[config.mk]
export PLATFORM = sky130hd
export DESIGN_NAME = atx_power_watchdog_control
export DESIGN_NICKNAME = d
export VERILOG_FILES = /design/src/atx_pwr_pkg.sv /design/src/atx_power_watchdog_control.sv
export SDC_FILE = /design/constraint.sdc
export NUM_CORES = 1
export LEC_CHECK = 0
export CAP_MARGIN = 20
export CORE_MARGIN = 3
export CORE_UTILIZATION = 35
export CTS_CLUSTER_DIAMETER = 100
export DETAILED_ROUTE_END_ITERATION = 16
export DONT_BUFFER_PORTS = 1
export GPL_ROUTABILITY_DRIVEN = 0
export PLACE_DENSITY_LB_ADDON = 0.2
export SLEW_MARGIN = 40
export SYNTH_ARGS = -nofsm -noshare
export SYNTH_HDL_FRONTEND = slang
export SYNTH_SLANG_ARGS = --single-unit
[constraint.sdc]
create_clock -name sys_clk -period 4.6 [get_ports sys_clk]
set_input_delay 0.46 -clock sys_clk [delete_from_list [all_inputs] [get_ports sys_clk]]
set_output_delay 0.46 -clock sys_clk [all_outputs]
set_load 0.005 [all_outputs]
[src/atx_pwr_pkg.sv]
package atx_pwr_pkg;
   localparam int CLK_HZ          = 10_000_000;
   localparam int TICK_HZ         = 32;
   localparam int TICK_CYCLES_DEF = CLK_HZ / TICK_HZ;
   localparam int HOLD_LONG_MS    = 4000;
   localparam int HOLD_SHORT_MS   = 250;
   localparam int RESET_PULSE_MS  = 1000;
   localparam int EXTEND_MS       = 5000;
   localparam logic [7:0] HOLD_LONG_TICKS =
      8'(HOLD_LONG_MS * TICK_HZ / 1000);
   localparam logic [7:0] HOLD_SHORT_TICKS =
      8'(HOLD_SHORT_MS * TICK_HZ / 1000);
   localparam logic [7:0] RESET_PULSE_TICKS =
      8'(RESET_PULSE_MS * TICK_HZ / 1000);
   localparam logic [7:0] EXTEND_TICKS = 8'(EXTEND_MS * TICK_HZ / 1000);
   localparam logic [4:0] SUB_MAX = 5'(TICK_HZ - 1);
   localparam logic [7:0] PLEN_HOLD = 8'hFF;
   localparam logic [7:0] PLEN_DEF  = 8'h20;
   localparam logic [7:0] KEY_SAT   = 8'hFF;
   // Function byte fields.
   localparam int FN_AUTO  = 0;
   localparam int FN_RINV  = 1;
   localparam int FN_PINV  = 2;
   localparam int FN_BLANK = 4;
   localparam int FN_KRST  = 5;
   localparam int FN_KPON  = 6;
   localparam int FN_KPOFF = 7;
   localparam logic [7:0] FUNC_RST = 8'h00;
   localparam logic [7:0] FAN_MASK = 8'h0F;
   // Acknowledge types.
   localparam logic [7:0] ACK_NONE = 8'h00;
   localparam logic [7:0] ACK_FAN  = 8'h5B;
   localparam logic [7:0] ACK_FUNC = 8'h5C;
   localparam logic [7:0] ACK_WDOG = 8'h5D;
   localparam logic [7:0] ACK_STAT = 8'h5E;
   // Register map.
   localparam logic [5:0] A_FUNC  = 6'h00;
   localparam logic [5:0] A_PLEN  = 6'h01;
   localparam logic [5:0] A_WDOG  = 6'h02;
   localparam logic [5:0] A_ACK   = 6'h03;
   localparam logic [5:0] A_STATE = 6'h04;
   localparam logic [5:0] A_FAN   = 6'h08;
   localparam logic [5:0] A_STAT  = 6'h10;
   localparam int FAN_BYTES  = 5;
   localparam int STAT_BYTES = 15;
   // Pin synchroniser lanes.
   localparam int P_SENSE = 0;
   localparam int P_OK    = 1;
   localparam int P_CAN   = 2;
   localparam int P_RST   = 3;
   localparam int P_PWR   = 4;
   localparam int N_PINS  = 5;

   typedef struct packed {
      logic       wr;
      logic       rd;
      logic [5:0] addr;
      logic [7:0] wdata;
   } bus_req_t;

   typedef struct packed {
      logic [31:0] power;
      logic [7:0]  failsafe;
   } fan_info_t;

   typedef struct packed {
      logic [7:0]  fan_report;
      logic [31:0] temp_report;
      logic [7:0]  key_press;
      logic [7:0]  key_release;
      logic [31:0] glitch;
      logic [7:0]  contrast;
      logic [7:0]  backlight;
   } status_ext_t;
endpackage

[src/atx_power_watchdog_control.sv]
`timescale 1ns/1ps
module atx_power_watchdog_control #(
   parameter int TICK_CYCLES = atx_pwr_pkg::TICK_CYCLES_DEF
) (
   input  wire logic                   sys_clk,
   input  wire logic                   rst_b,
   input  wire atx_pwr_pkg::bus_req_t  bus,
   output logic [7:0]                  rd_data,
   input  wire logic                   sense_pin,
   input  wire logic                   key_confirm_pin,
   input  wire logic                   key_cancel_pin,
   input  wire logic                   reset_line_in,
   output logic                        reset_line_out,
   output logic                        reset_line_oe_b,
   input  wire logic                   power_line_in,
   output logic                        power_line_out,
   output logic                        power_line_oe_b,
   output logic                        display_blank,
   output logic                        backlight_off,
   output logic                        self_restart,
   output logic                        cmd_lockout,
   input  wire atx_pwr_pkg::fan_info_t   fan_info,
   input  wire atx_pwr_pkg::status_ext_t status_ext
);
   localparam int TW = $clog2(TICK_CYCLES + 1);
   localparam logic [TW-1:0] TICK_LAST = TW'(TICK_CYCLES - 1);

   typedef enum logic [1:0] {
      ST_IDLE, ST_RESET, ST_POWER, ST_RESTART
   } state_t;

   // --------------------------------------------------------------
   // Pin synchronisers and tick
   // --------------------------------------------------------------
   logic [4:0]    sync1_reg;
   logic [4:0]    sync2_reg;
   logic          sense_d_reg;
   logic [TW-1:0] tick_cnt_reg;
   logic          tick_reg;

   wire [4:0] pin_vec   = {power_line_in, reset_line_in, key_cancel_pin,
                           key_confirm_pin, sense_pin};

   genvar g;
   generate
      for (g = 0; g < atx_pwr_pkg::N_PINS; g++) begin : g_sync
         always_ff @(posedge sys_clk) begin
            sync1_reg[g] <= rst_b ? pin_vec[g] : 1'b0;
            sync2_reg[g] <= rst_b ? sync1_reg[g] : 1'b0;
         end
      end
   endgenerate

   wire       sense     = sync2_reg[atx_pwr_pkg::P_SENSE];
   wire       key_ok    = sync2_reg[atx_pwr_pkg::P_OK];
   wire       key_can   = sync2_reg[atx_pwr_pkg::P_CAN];
   wire       host_up   = sense & ~sense_d_reg;

   always_ff @(posedge sys_clk) begin
      if (!rst_b) begin
         tick_cnt_reg <= '0;
         tick_reg     <= 1'b0;
         sense_d_reg  <= 1'b0;
      end else begin
         tick_cnt_reg <= (tick_cnt_reg == TICK_LAST) ? '0 :
                         TW'(tick_cnt_reg + 1'b1);
         tick_reg     <= (tick_cnt_reg == TICK_LAST);
         sense_d_reg  <= sense;
      end
   end

   // --------------------------------------------------------------
   // Configuration and command writes
   // --------------------------------------------------------------
   state_t     state_reg, state_next;
   logic [7:0] func_reg;
   logic [7:0] plen_reg;
   logic [7:0] ack_reg;
   logic [7:0] wd_cnt_reg;
   logic [4:0] wd_sub_reg;
   logic       lock_reg, lock_next;

   // Writes during a keypad or power-on restart are dropped on purpose.
   wire wr_ok    = bus.wr & ~lock_reg;
   wire wr_func  = wr_ok & (bus.addr == atx_pwr_pkg::A_FUNC);
   wire wr_plen  = wr_ok & (bus.addr == atx_pwr_pkg::A_PLEN);
   wire wr_wdog  = wr_ok & (bus.addr == atx_pwr_pkg::A_WDOG);
   wire rd_fan   = bus.rd & (bus.addr >= atx_pwr_pkg::A_FAN) &
                   (bus.addr < atx_pwr_pkg::A_FAN + 6'(5));
   wire rd_stat  = bus.rd & (bus.addr >= atx_pwr_pkg::A_STAT) &
                   (bus.addr < atx_pwr_pkg::A_STAT + 6'(15));
   wire restart  = (state_reg == ST_RESTART);

   always_ff @(posedge sys_clk) begin
      if (!rst_b) begin
         func_reg <= atx_pwr_pkg::FUNC_RST;
         plen_reg <= atx_pwr_pkg::PLEN_DEF;
         ack_reg  <= atx_pwr_pkg::ACK_NONE;
      end else begin
         if (wr_func) begin
            func_reg <= bus.wdata;
            plen_reg <= atx_pwr_pkg::PLEN_DEF;
         end else if (wr_plen) begin
            plen_reg <= bus.wdata;
         end
         if (wr_func | wr_plen) begin
            ack_reg <= atx_pwr_pkg::ACK_FUNC;
         end else if (wr_wdog) begin
            ack_reg <= atx_pwr_pkg::ACK_WDOG;
         end else if (rd_fan) begin
            ack_reg <= atx_pwr_pkg::ACK_FAN;
         end else if (rd_stat) begin
            ack_reg <= atx_pwr_pkg::ACK_STAT;
         end
      end
   end

   // --------------------------------------------------------------
   // Watchdog
   // --------------------------------------------------------------
   wire wd_sec    = tick_reg & (wd_sub_reg == atx_pwr_pkg::SUB_MAX);
   wire wd_expire = wd_sec & (wd_cnt_reg == 8'h01) & ~wr_wdog;

   always_ff @(posedge sys_clk) begin
      if (!rst_b || restart) begin
         wd_cnt_reg <= 8'h00;
         wd_sub_reg <= 5'h00;
      end else if (wr_wdog) begin
         wd_cnt_reg <= bus.wdata;
         wd_sub_reg <= 5'h00;
      end else if (tick_reg) begin
         wd_sub_reg <= 5'(wd_sub_reg + 1'b1);
         if (wd_sec && wd_cnt_reg != 8'h00) begin
            wd_cnt_reg <= 8'(wd_cnt_reg - 1'b1);
         end
      end
   end

   // --------------------------------------------------------------
   // Key hold timers
   // --------------------------------------------------------------
   logic [7:0] ok_cnt_reg;
   logic [7:0] can_cnt_reg;

   always_ff @(posedge sys_clk) begin
      if (!rst_b || !key_ok) begin
         ok_cnt_reg <= 8'h00;
      end else if (tick_reg && ok_cnt_reg != atx_pwr_pkg::KEY_SAT) begin
         ok_cnt_reg <= 8'(ok_cnt_reg + 1'b1);
      end
   end

   always_ff @(posedge sys_clk) begin
      if (!rst_b || !key_can) begin
         can_cnt_reg <= 8'h00;
      end else if (tick_reg && can_cnt_reg != atx_pwr_pkg::KEY_SAT) begin
         can_cnt_reg <= 8'(can_cnt_reg + 1'b1);
      end
   end

   wire ok_long  = tick_reg & key_ok &
                   (ok_cnt_reg == atx_pwr_pkg::HOLD_LONG_TICKS - 8'h01);
   wire ok_short = tick_reg & key_ok &
                   (ok_cnt_reg == atx_pwr_pkg::HOLD_SHORT_TICKS - 8'h01);
   wire can_long = tick_reg & key_can &
                   (can_cnt_reg == atx_pwr_pkg::HOLD_LONG_TICKS - 8'h01);
   wire fire_rst = ok_long & sense & func_reg[atx_pwr_pkg::FN_KRST];
   wire fire_pon = ok_short & ~sense &
                   func_reg[atx_pwr_pkg::FN_KPON];
   wire fire_pof = can_long & sense &
                   func_reg[atx_pwr_pkg::FN_KPOFF];

   // --------------------------------------------------------------
   // Pulse sequencer
   // --------------------------------------------------------------
   logic [7:0] pulse_reg, pulse_next;
   logic [7:0] ext_reg, ext_next;
   logic       hold_reg, hold_next;
   logic       again_reg, again_next;
   logic       start_sense_reg, start_sense_next;
   logic       rst_out_reg, rst_out_next;
   logic       rst_oe_b_reg, rst_oe_b_next;
   logic       pwr_out_reg, pwr_out_next;
   logic       pwr_oe_b_reg, pwr_oe_b_next;
   logic       blank_reg;
   logic       restart_reg;
   logic [7:0] rd_reg;

   // Auto polarity drives against the level the line rests at.
   wire rst_level = func_reg[atx_pwr_pkg::FN_AUTO] ?
                    ~sync2_reg[atx_pwr_pkg::P_RST] :
                    func_reg[atx_pwr_pkg::FN_RINV];
   wire pwr_level = func_reg[atx_pwr_pkg::FN_AUTO] ?
                    ~sync2_reg[atx_pwr_pkg::P_PWR] :
                    func_reg[atx_pwr_pkg::FN_PINV];
   wire pulse_last = tick_reg & (pulse_reg <= 8'h01);

   always_comb begin
      state_next       = state_reg;
      pulse_next       = pulse_reg;
      ext_next         = ext_reg;
      hold_next        = hold_reg;
      again_next       = again_reg;
      start_sense_next = start_sense_reg;
      rst_out_next     = rst_out_reg;
      rst_oe_b_next    = rst_oe_b_reg;
      pwr_out_next     = pwr_out_reg;
      pwr_oe_b_next    = pwr_oe_b_reg;
      unique case (state_reg)
         ST_IDLE: begin
            rst_oe_b_next = 1'b1;
            pwr_oe_b_next = 1'b1;
            if (fire_rst || wd_expire) begin
               state_next    = ST_RESET;
               pulse_next    = atx_pwr_pkg::RESET_PULSE_TICKS;
               again_next    = fire_rst;
               rst_out_next  = rst_level;
               rst_oe_b_next = 1'b0;
            end else if (fire_pon || fire_pof) begin
               state_next       = ST_POWER;
               pulse_next       = plen_reg;
               hold_next        = (plen_reg == atx_pwr_pkg::PLEN_HOLD);
               ext_next         = 8'h00;
               again_next       = fire_pon;
               start_sense_next = sense;
               pwr_out_next     = pwr_level;
               pwr_oe_b_next    = 1'b0;
            end else if (host_up && func_reg[atx_pwr_pkg::FN_BLANK]) begin
               state_next = ST_RESTART;
               again_next = 1'b1;
            end
         end
         ST_RESET: begin
            if (pulse_last) begin
               rst_oe_b_next = 1'b1;
               state_next    = again_reg ? ST_RESTART : ST_IDLE;
            end else if (tick_reg) begin
               pulse_next = 8'(pulse_reg - 1'b1);
            end
         end
         ST_POWER: begin
            if (hold_reg) begin
               if (sense != start_sense_reg) begin
                  pwr_oe_b_next = 1'b1;
                  state_next    = again_reg ? ST_RESTART : ST_IDLE;
               end
            end else if (pulse_last) begin
               if (!again_reg && key_can &&
                   ext_reg != atx_pwr_pkg::EXTEND_TICKS) begin
                  ext_next = 8'(ext_reg + 1'b1);
               end else begin
                  pwr_oe_b_next = 1'b1;
                  state_next    = again_reg ? ST_RESTART : ST_IDLE;
               end
            end else if (tick_reg) begin
               pulse_next = 8'(pulse_reg - 1'b1);
            end
         end
         ST_RESTART: begin
            state_next = ST_IDLE;
            again_next = 1'b0;
         end
      endcase
      lock_next = (state_next != ST_IDLE) & again_next;
   end

   // --------------------------------------------------------------
   // Readback
   // --------------------------------------------------------------
   function automatic logic [7:0] byte_of(input logic [31:0] w,
                                          input logic [1:0]  i);
      byte_of = w[8*i +: 8];
   endfunction

   wire [3:0]   fan_idx  = 4'(bus.addr - atx_pwr_pkg::A_FAN);
   wire [3:0]   stat_idx = 4'(bus.addr - atx_pwr_pkg::A_STAT);
   wire [7:0]   fs_mask  = fan_info.failsafe &
                           atx_pwr_pkg::FAN_MASK;
   wire [119:0] stat_vec = {status_ext.fan_report,
                            status_ext.temp_report,
                            status_ext.key_press, status_ext.key_release,
                            func_reg, wd_cnt_reg,
                            status_ext.glitch,
                            status_ext.contrast, status_ext.backlight};
   wire [7:0]   fan_byte = (fan_idx == 4'h4) ? fs_mask :
                           byte_of(fan_info.power, 2'(3 - fan_idx));
   wire [7:0]   stat_byte = stat_vec[8*(14 - stat_idx) +: 8];
   wire [7:0]   state_byte = {3'h0, lock_reg, blank_reg, sense,
                              ~pwr_oe_b_reg, ~rst_oe_b_reg};
   wire [7:0]   rd_value =
      rd_fan  ? fan_byte :
      rd_stat ? stat_byte :
      (bus.addr == atx_pwr_pkg::A_FUNC)  ? func_reg :
      (bus.addr == atx_pwr_pkg::A_PLEN)  ? plen_reg :
      (bus.addr == atx_pwr_pkg::A_WDOG)  ? wd_cnt_reg :
      (bus.addr == atx_pwr_pkg::A_ACK)   ? ack_reg :
      (bus.addr == atx_pwr_pkg::A_STATE) ? state_byte : 8'h00;

   always_ff @(posedge sys_clk) begin
      if (!rst_b) begin
         state_reg       <= ST_IDLE;
         pulse_reg       <= 8'h00;
         ext_reg         <= 8'h00;
         hold_reg        <= 1'b0;
         again_reg       <= 1'b0;
         start_sense_reg <= 1'b0;
         rst_out_reg     <= 1'b0;
         rst_oe_b_reg    <= 1'b1;
         pwr_out_reg     <= 1'b0;
         pwr_oe_b_reg    <= 1'b1;
         lock_reg        <= 1'b0;
         blank_reg       <= 1'b0;
         restart_reg     <= 1'b0;
         rd_reg          <= 8'h00;
      end else begin
         state_reg       <= state_next;
         pulse_reg       <= pulse_next;
         ext_reg         <= ext_next;
         hold_reg        <= hold_next;
         again_reg       <= again_next;
         start_sense_reg <= start_sense_next;
         rst_out_reg     <= rst_out_next;
         rst_oe_b_reg    <= rst_oe_b_next;
         pwr_out_reg     <= pwr_out_next;
         pwr_oe_b_reg    <= pwr_oe_b_next;
         lock_reg        <= lock_next;
         blank_reg       <= func_reg[atx_pwr_pkg::FN_BLANK] & ~sense;
         restart_reg     <= restart;
         rd_reg          <= bus.rd ? rd_value : 8'h00;
      end
   end

   assign rd_data         = rd_reg;
   assign reset_line_out  = rst_out_reg;
   assign reset_line_oe_b = rst_oe_b_reg;
   assign power_line_out  = pwr_out_reg;
   assign power_line_oe_b = pwr_oe_b_reg;
   assign display_blank   = blank_reg;
   assign backlight_off   = blank_reg;
   assign self_restart    = restart_reg;
   assign cmd_lockout     = lock_reg;
endmodule

==> flow_metrics.env <==
export IMPL_outcome="complete, no violations"
export IMPL_crit_path_start_kind="input port"
export IMPL_grt_max_degree=46
export IMPL_cp_required_ns=4.92
export IMPL_dp_hpwl_um=15500
export IMPL_synthArstFlopShare_pct=0
export IMPL_syn_inst=803
export IMPL_num_antenna_cells=0
export IMPL_die_y_um=148
export IMPL_grt_ovfl_total=0
export IMPL_h_tree_depth=4
export IMPL_maxSlewViolCount=0
export IMPL_period_share_pct=59.7
export IMPL_synth_ff_type="dfxtp_1"
export IMPL_max_stage_delay_ns=0.80
export IMPL_crit_chain="nor4_4, nand3_2, a32oi_2, o21ai_1, a221o_1, o21a_1"
export IMPL_critPathTopFamily="compound AO/OA/AOI/OAI gates"
export IMPL_finalSetupViolCount=0
export IMPL_tns_ns=0
export IMPL_drtIter0Drc=360
export IMPL_final_hold_violation_count=0
export IMPL_postCtsSetupRepairBufs=0
export IMPL_crit_buf_inv=0
export IMPL_dieWidth_um=148
export IMPL_drcViolationCount=0
export IMPL_max_cap_viol_count=0
export IMPL_dieArea_um2=21800
export IMPL_finalCriticalPeriod_ns=2.75
export IMPL_synth_edf_count=0
export IMPL_dr_pass1_iters=5
export IMPL_io_buffers=0
export IMPL_grt_pass1_vias=5720
export IMPL_crit_arrival_ns=3.06
export IMPL_ys_types=74
export IMPL_yosysWarnings=0
export IMPL_avgSynthCellArea_um2=8.75
export IMPL_synth_area_leaders="dfxtp_1 33%, mux4_2 11%, nand2_1 5.6%"
export IMPL_setup_worst_path_end_class="register"
export IMPL_nFillCells=1995
export IMPL_pin_count=183
export IMPL_p_leak_uw=0.00260
export IMPL_initial_core_util_pct=35.9
export IMPL_cts_made_buffers=17
export IMPL_fp_row_count=51
export IMPL_grt_pass1_wl_um=32200
export IMPL_yosysSeqAreaShare_pct=33.1
export IMPL_coreArea_um2=19600
export IMPL_ant_nets=0
export IMPL_nNetsFinal=971
export IMPL_vias=5930
export IMPL_synth_most_common_cell="dfxtp_1"
export IMPL_wire_per_inst_um=19.5
export IMPL_worstPathMaxFanout=21
export IMPL_syn_nets=991
export IMPL_grtUsageTotal_pct=18.7
export IMPL_yosys_area_top_type="dfxtp_1"
export IMPL_post_cts_resized=0
export IMPL_vias_per_cell=5.59
export IMPL_worst_slack_ns=1.85
export IMPL_grt_antenna_before_repair=0
export IMPL_hp_class="in2reg"
export IMPL_clk_path_buf_depth=2
export IMPL_synth_top_area_share_pct=33.1
export IMPL_root_buffer="clkbuf_16"
export IMPL_path_clk_slew_ns=0.06
export IMPL_synth_area_um2=7020
export IMPL_netlist_top_cells_count="116 x dfxtp_1, 104 x nand2_1, 86 x nor2_1"
export IMPL_ir_worst_vdd_v=0.000238
export IMPL_fin_skew_ns=0.0108
export IMPL_fmax_mhz=364
export IMPL_rsz0062_at_grt="no"
export IMPL_clock_latency_ns=0.42
export IMPL_tritoncts="yes"
export IMPL_crit_type="in2reg"
export IMPL_cts_hold_buffers=0
export IMPL_cellPowerDensity_nw_per_um2=335
export IMPL_synth_seq_cells=116
export IMPL_max_slew_worst_pin_slew_ns=0.755
export IMPL_wirelength_um=20700
export IMPL_area_growth_syn_to_layout_pct=10.8
export IMPL_largest_reg_flops=19
export IMPL_drive_above_1_share_pct=12.3
export IMPL_cts_sinks=116
export IMPL_crit_path_top_delay_cell="a32oi_2"
export IMPL_pre_cts_slack_ns=1.45
export IMPL_slew_headroom_pct=49.6
## path summary, 6_finish.rpt
| kind | from | endpoint | slack, ns | cells after the start |
|---|---|---|---|---|
| setup / recovery | bus[11] | cmd_lockout | 1.85 | 6 |
| setup reg to reg | cmd_lockout | cmd_lockout | 1.87 | 6 |
| hold / removal | rst_b | reset_line_oe_b | 0.13 | 1 |
| hold reg to reg | sync1_reg[2] | key_can | 0.43 | 1 |
## cell usage in the layout, fill, tap and decap left out, types with 11 or more instances in the layout
cell | netlist | routed
a211oi_1 | 11 | 11
a21oi_1 | 54 | 54
and2_1 | 20 | 20
clkbuf_16 | 0 | 17
dfxtp_1 | 116 | 116
ha_1 | 21 | 21
inv_1 | 22 | 22
mux2i_1 | 15 | 15
mux4_2 | 33 | 33
nand2_1 | 104 | 104
nand2b_1 | 11 | 11
nand3_1 | 30 | 30
nand4_1 | 11 | 11
nor2_1 | 86 | 85
nor3_1 | 16 | 16
nor4_1 | 11 | 11
o211ai_1 | 17 | 17
o21ai_0 | 17 | 17
xnor2_1 | 18 | 18
xor2_1 | 23 | 22
## where the power goes
group          internal [µW]  total, µW  switching [µW]
sequential              1030       1050            20.1
clock                    777       1280             503
combinational            138        284             146
## layer usage
metal	vias up	GRT usage [%]	routed length [µm]
met1	2804	24.1	9130
met3	29	5.70	1340
met2	179	30.2	9800
met4	0	5.96	433
li1	2918	-	-
met5	-	0	0
## per-stage QoR
stage	total power (µW)	hold slack [ns]	util [%]	std cells	area, µm²
2_1_floorplan	1310	0.412	-	803	7020
3_3_place_gp	1350	0.415	36.8	1029	7210
3_5_place_dp	1350	0.422	36.8	1029	7210
4_1_cts	2650	0.0876	39.7	1061	7780
5_1_grt	2730	0.102	39.7	1061	7790
6_report	2610	0.135	39.7	1061	7790
## final cells by class
cell class | instances | area, µm² | share of cell area (%)
Clock inverter | 13 | 123 | 1.57
Inverter | 23 | 87.6 | 1.12
Timing Repair Buffer | 5 | 37.5 | 0.482
Multi-Input combinational cell | 620 | 4430 | 56.9
Clock buffer | 19 | 453 | 5.82
Tap cell | 265 | 332 | 4.26
Sequential cell | 116 | 2320 | 29.8
## kinds of logic after synthesis
group	share of synthesized area (%)
fa+ha+maj	3.74
mux	14.3
simple gates	22.8
buf+inv	3.99
xor+xnor	5.11
flops	33.1
compound gates	17.0
Note: power is estimated with default switching activity, not from simulation.
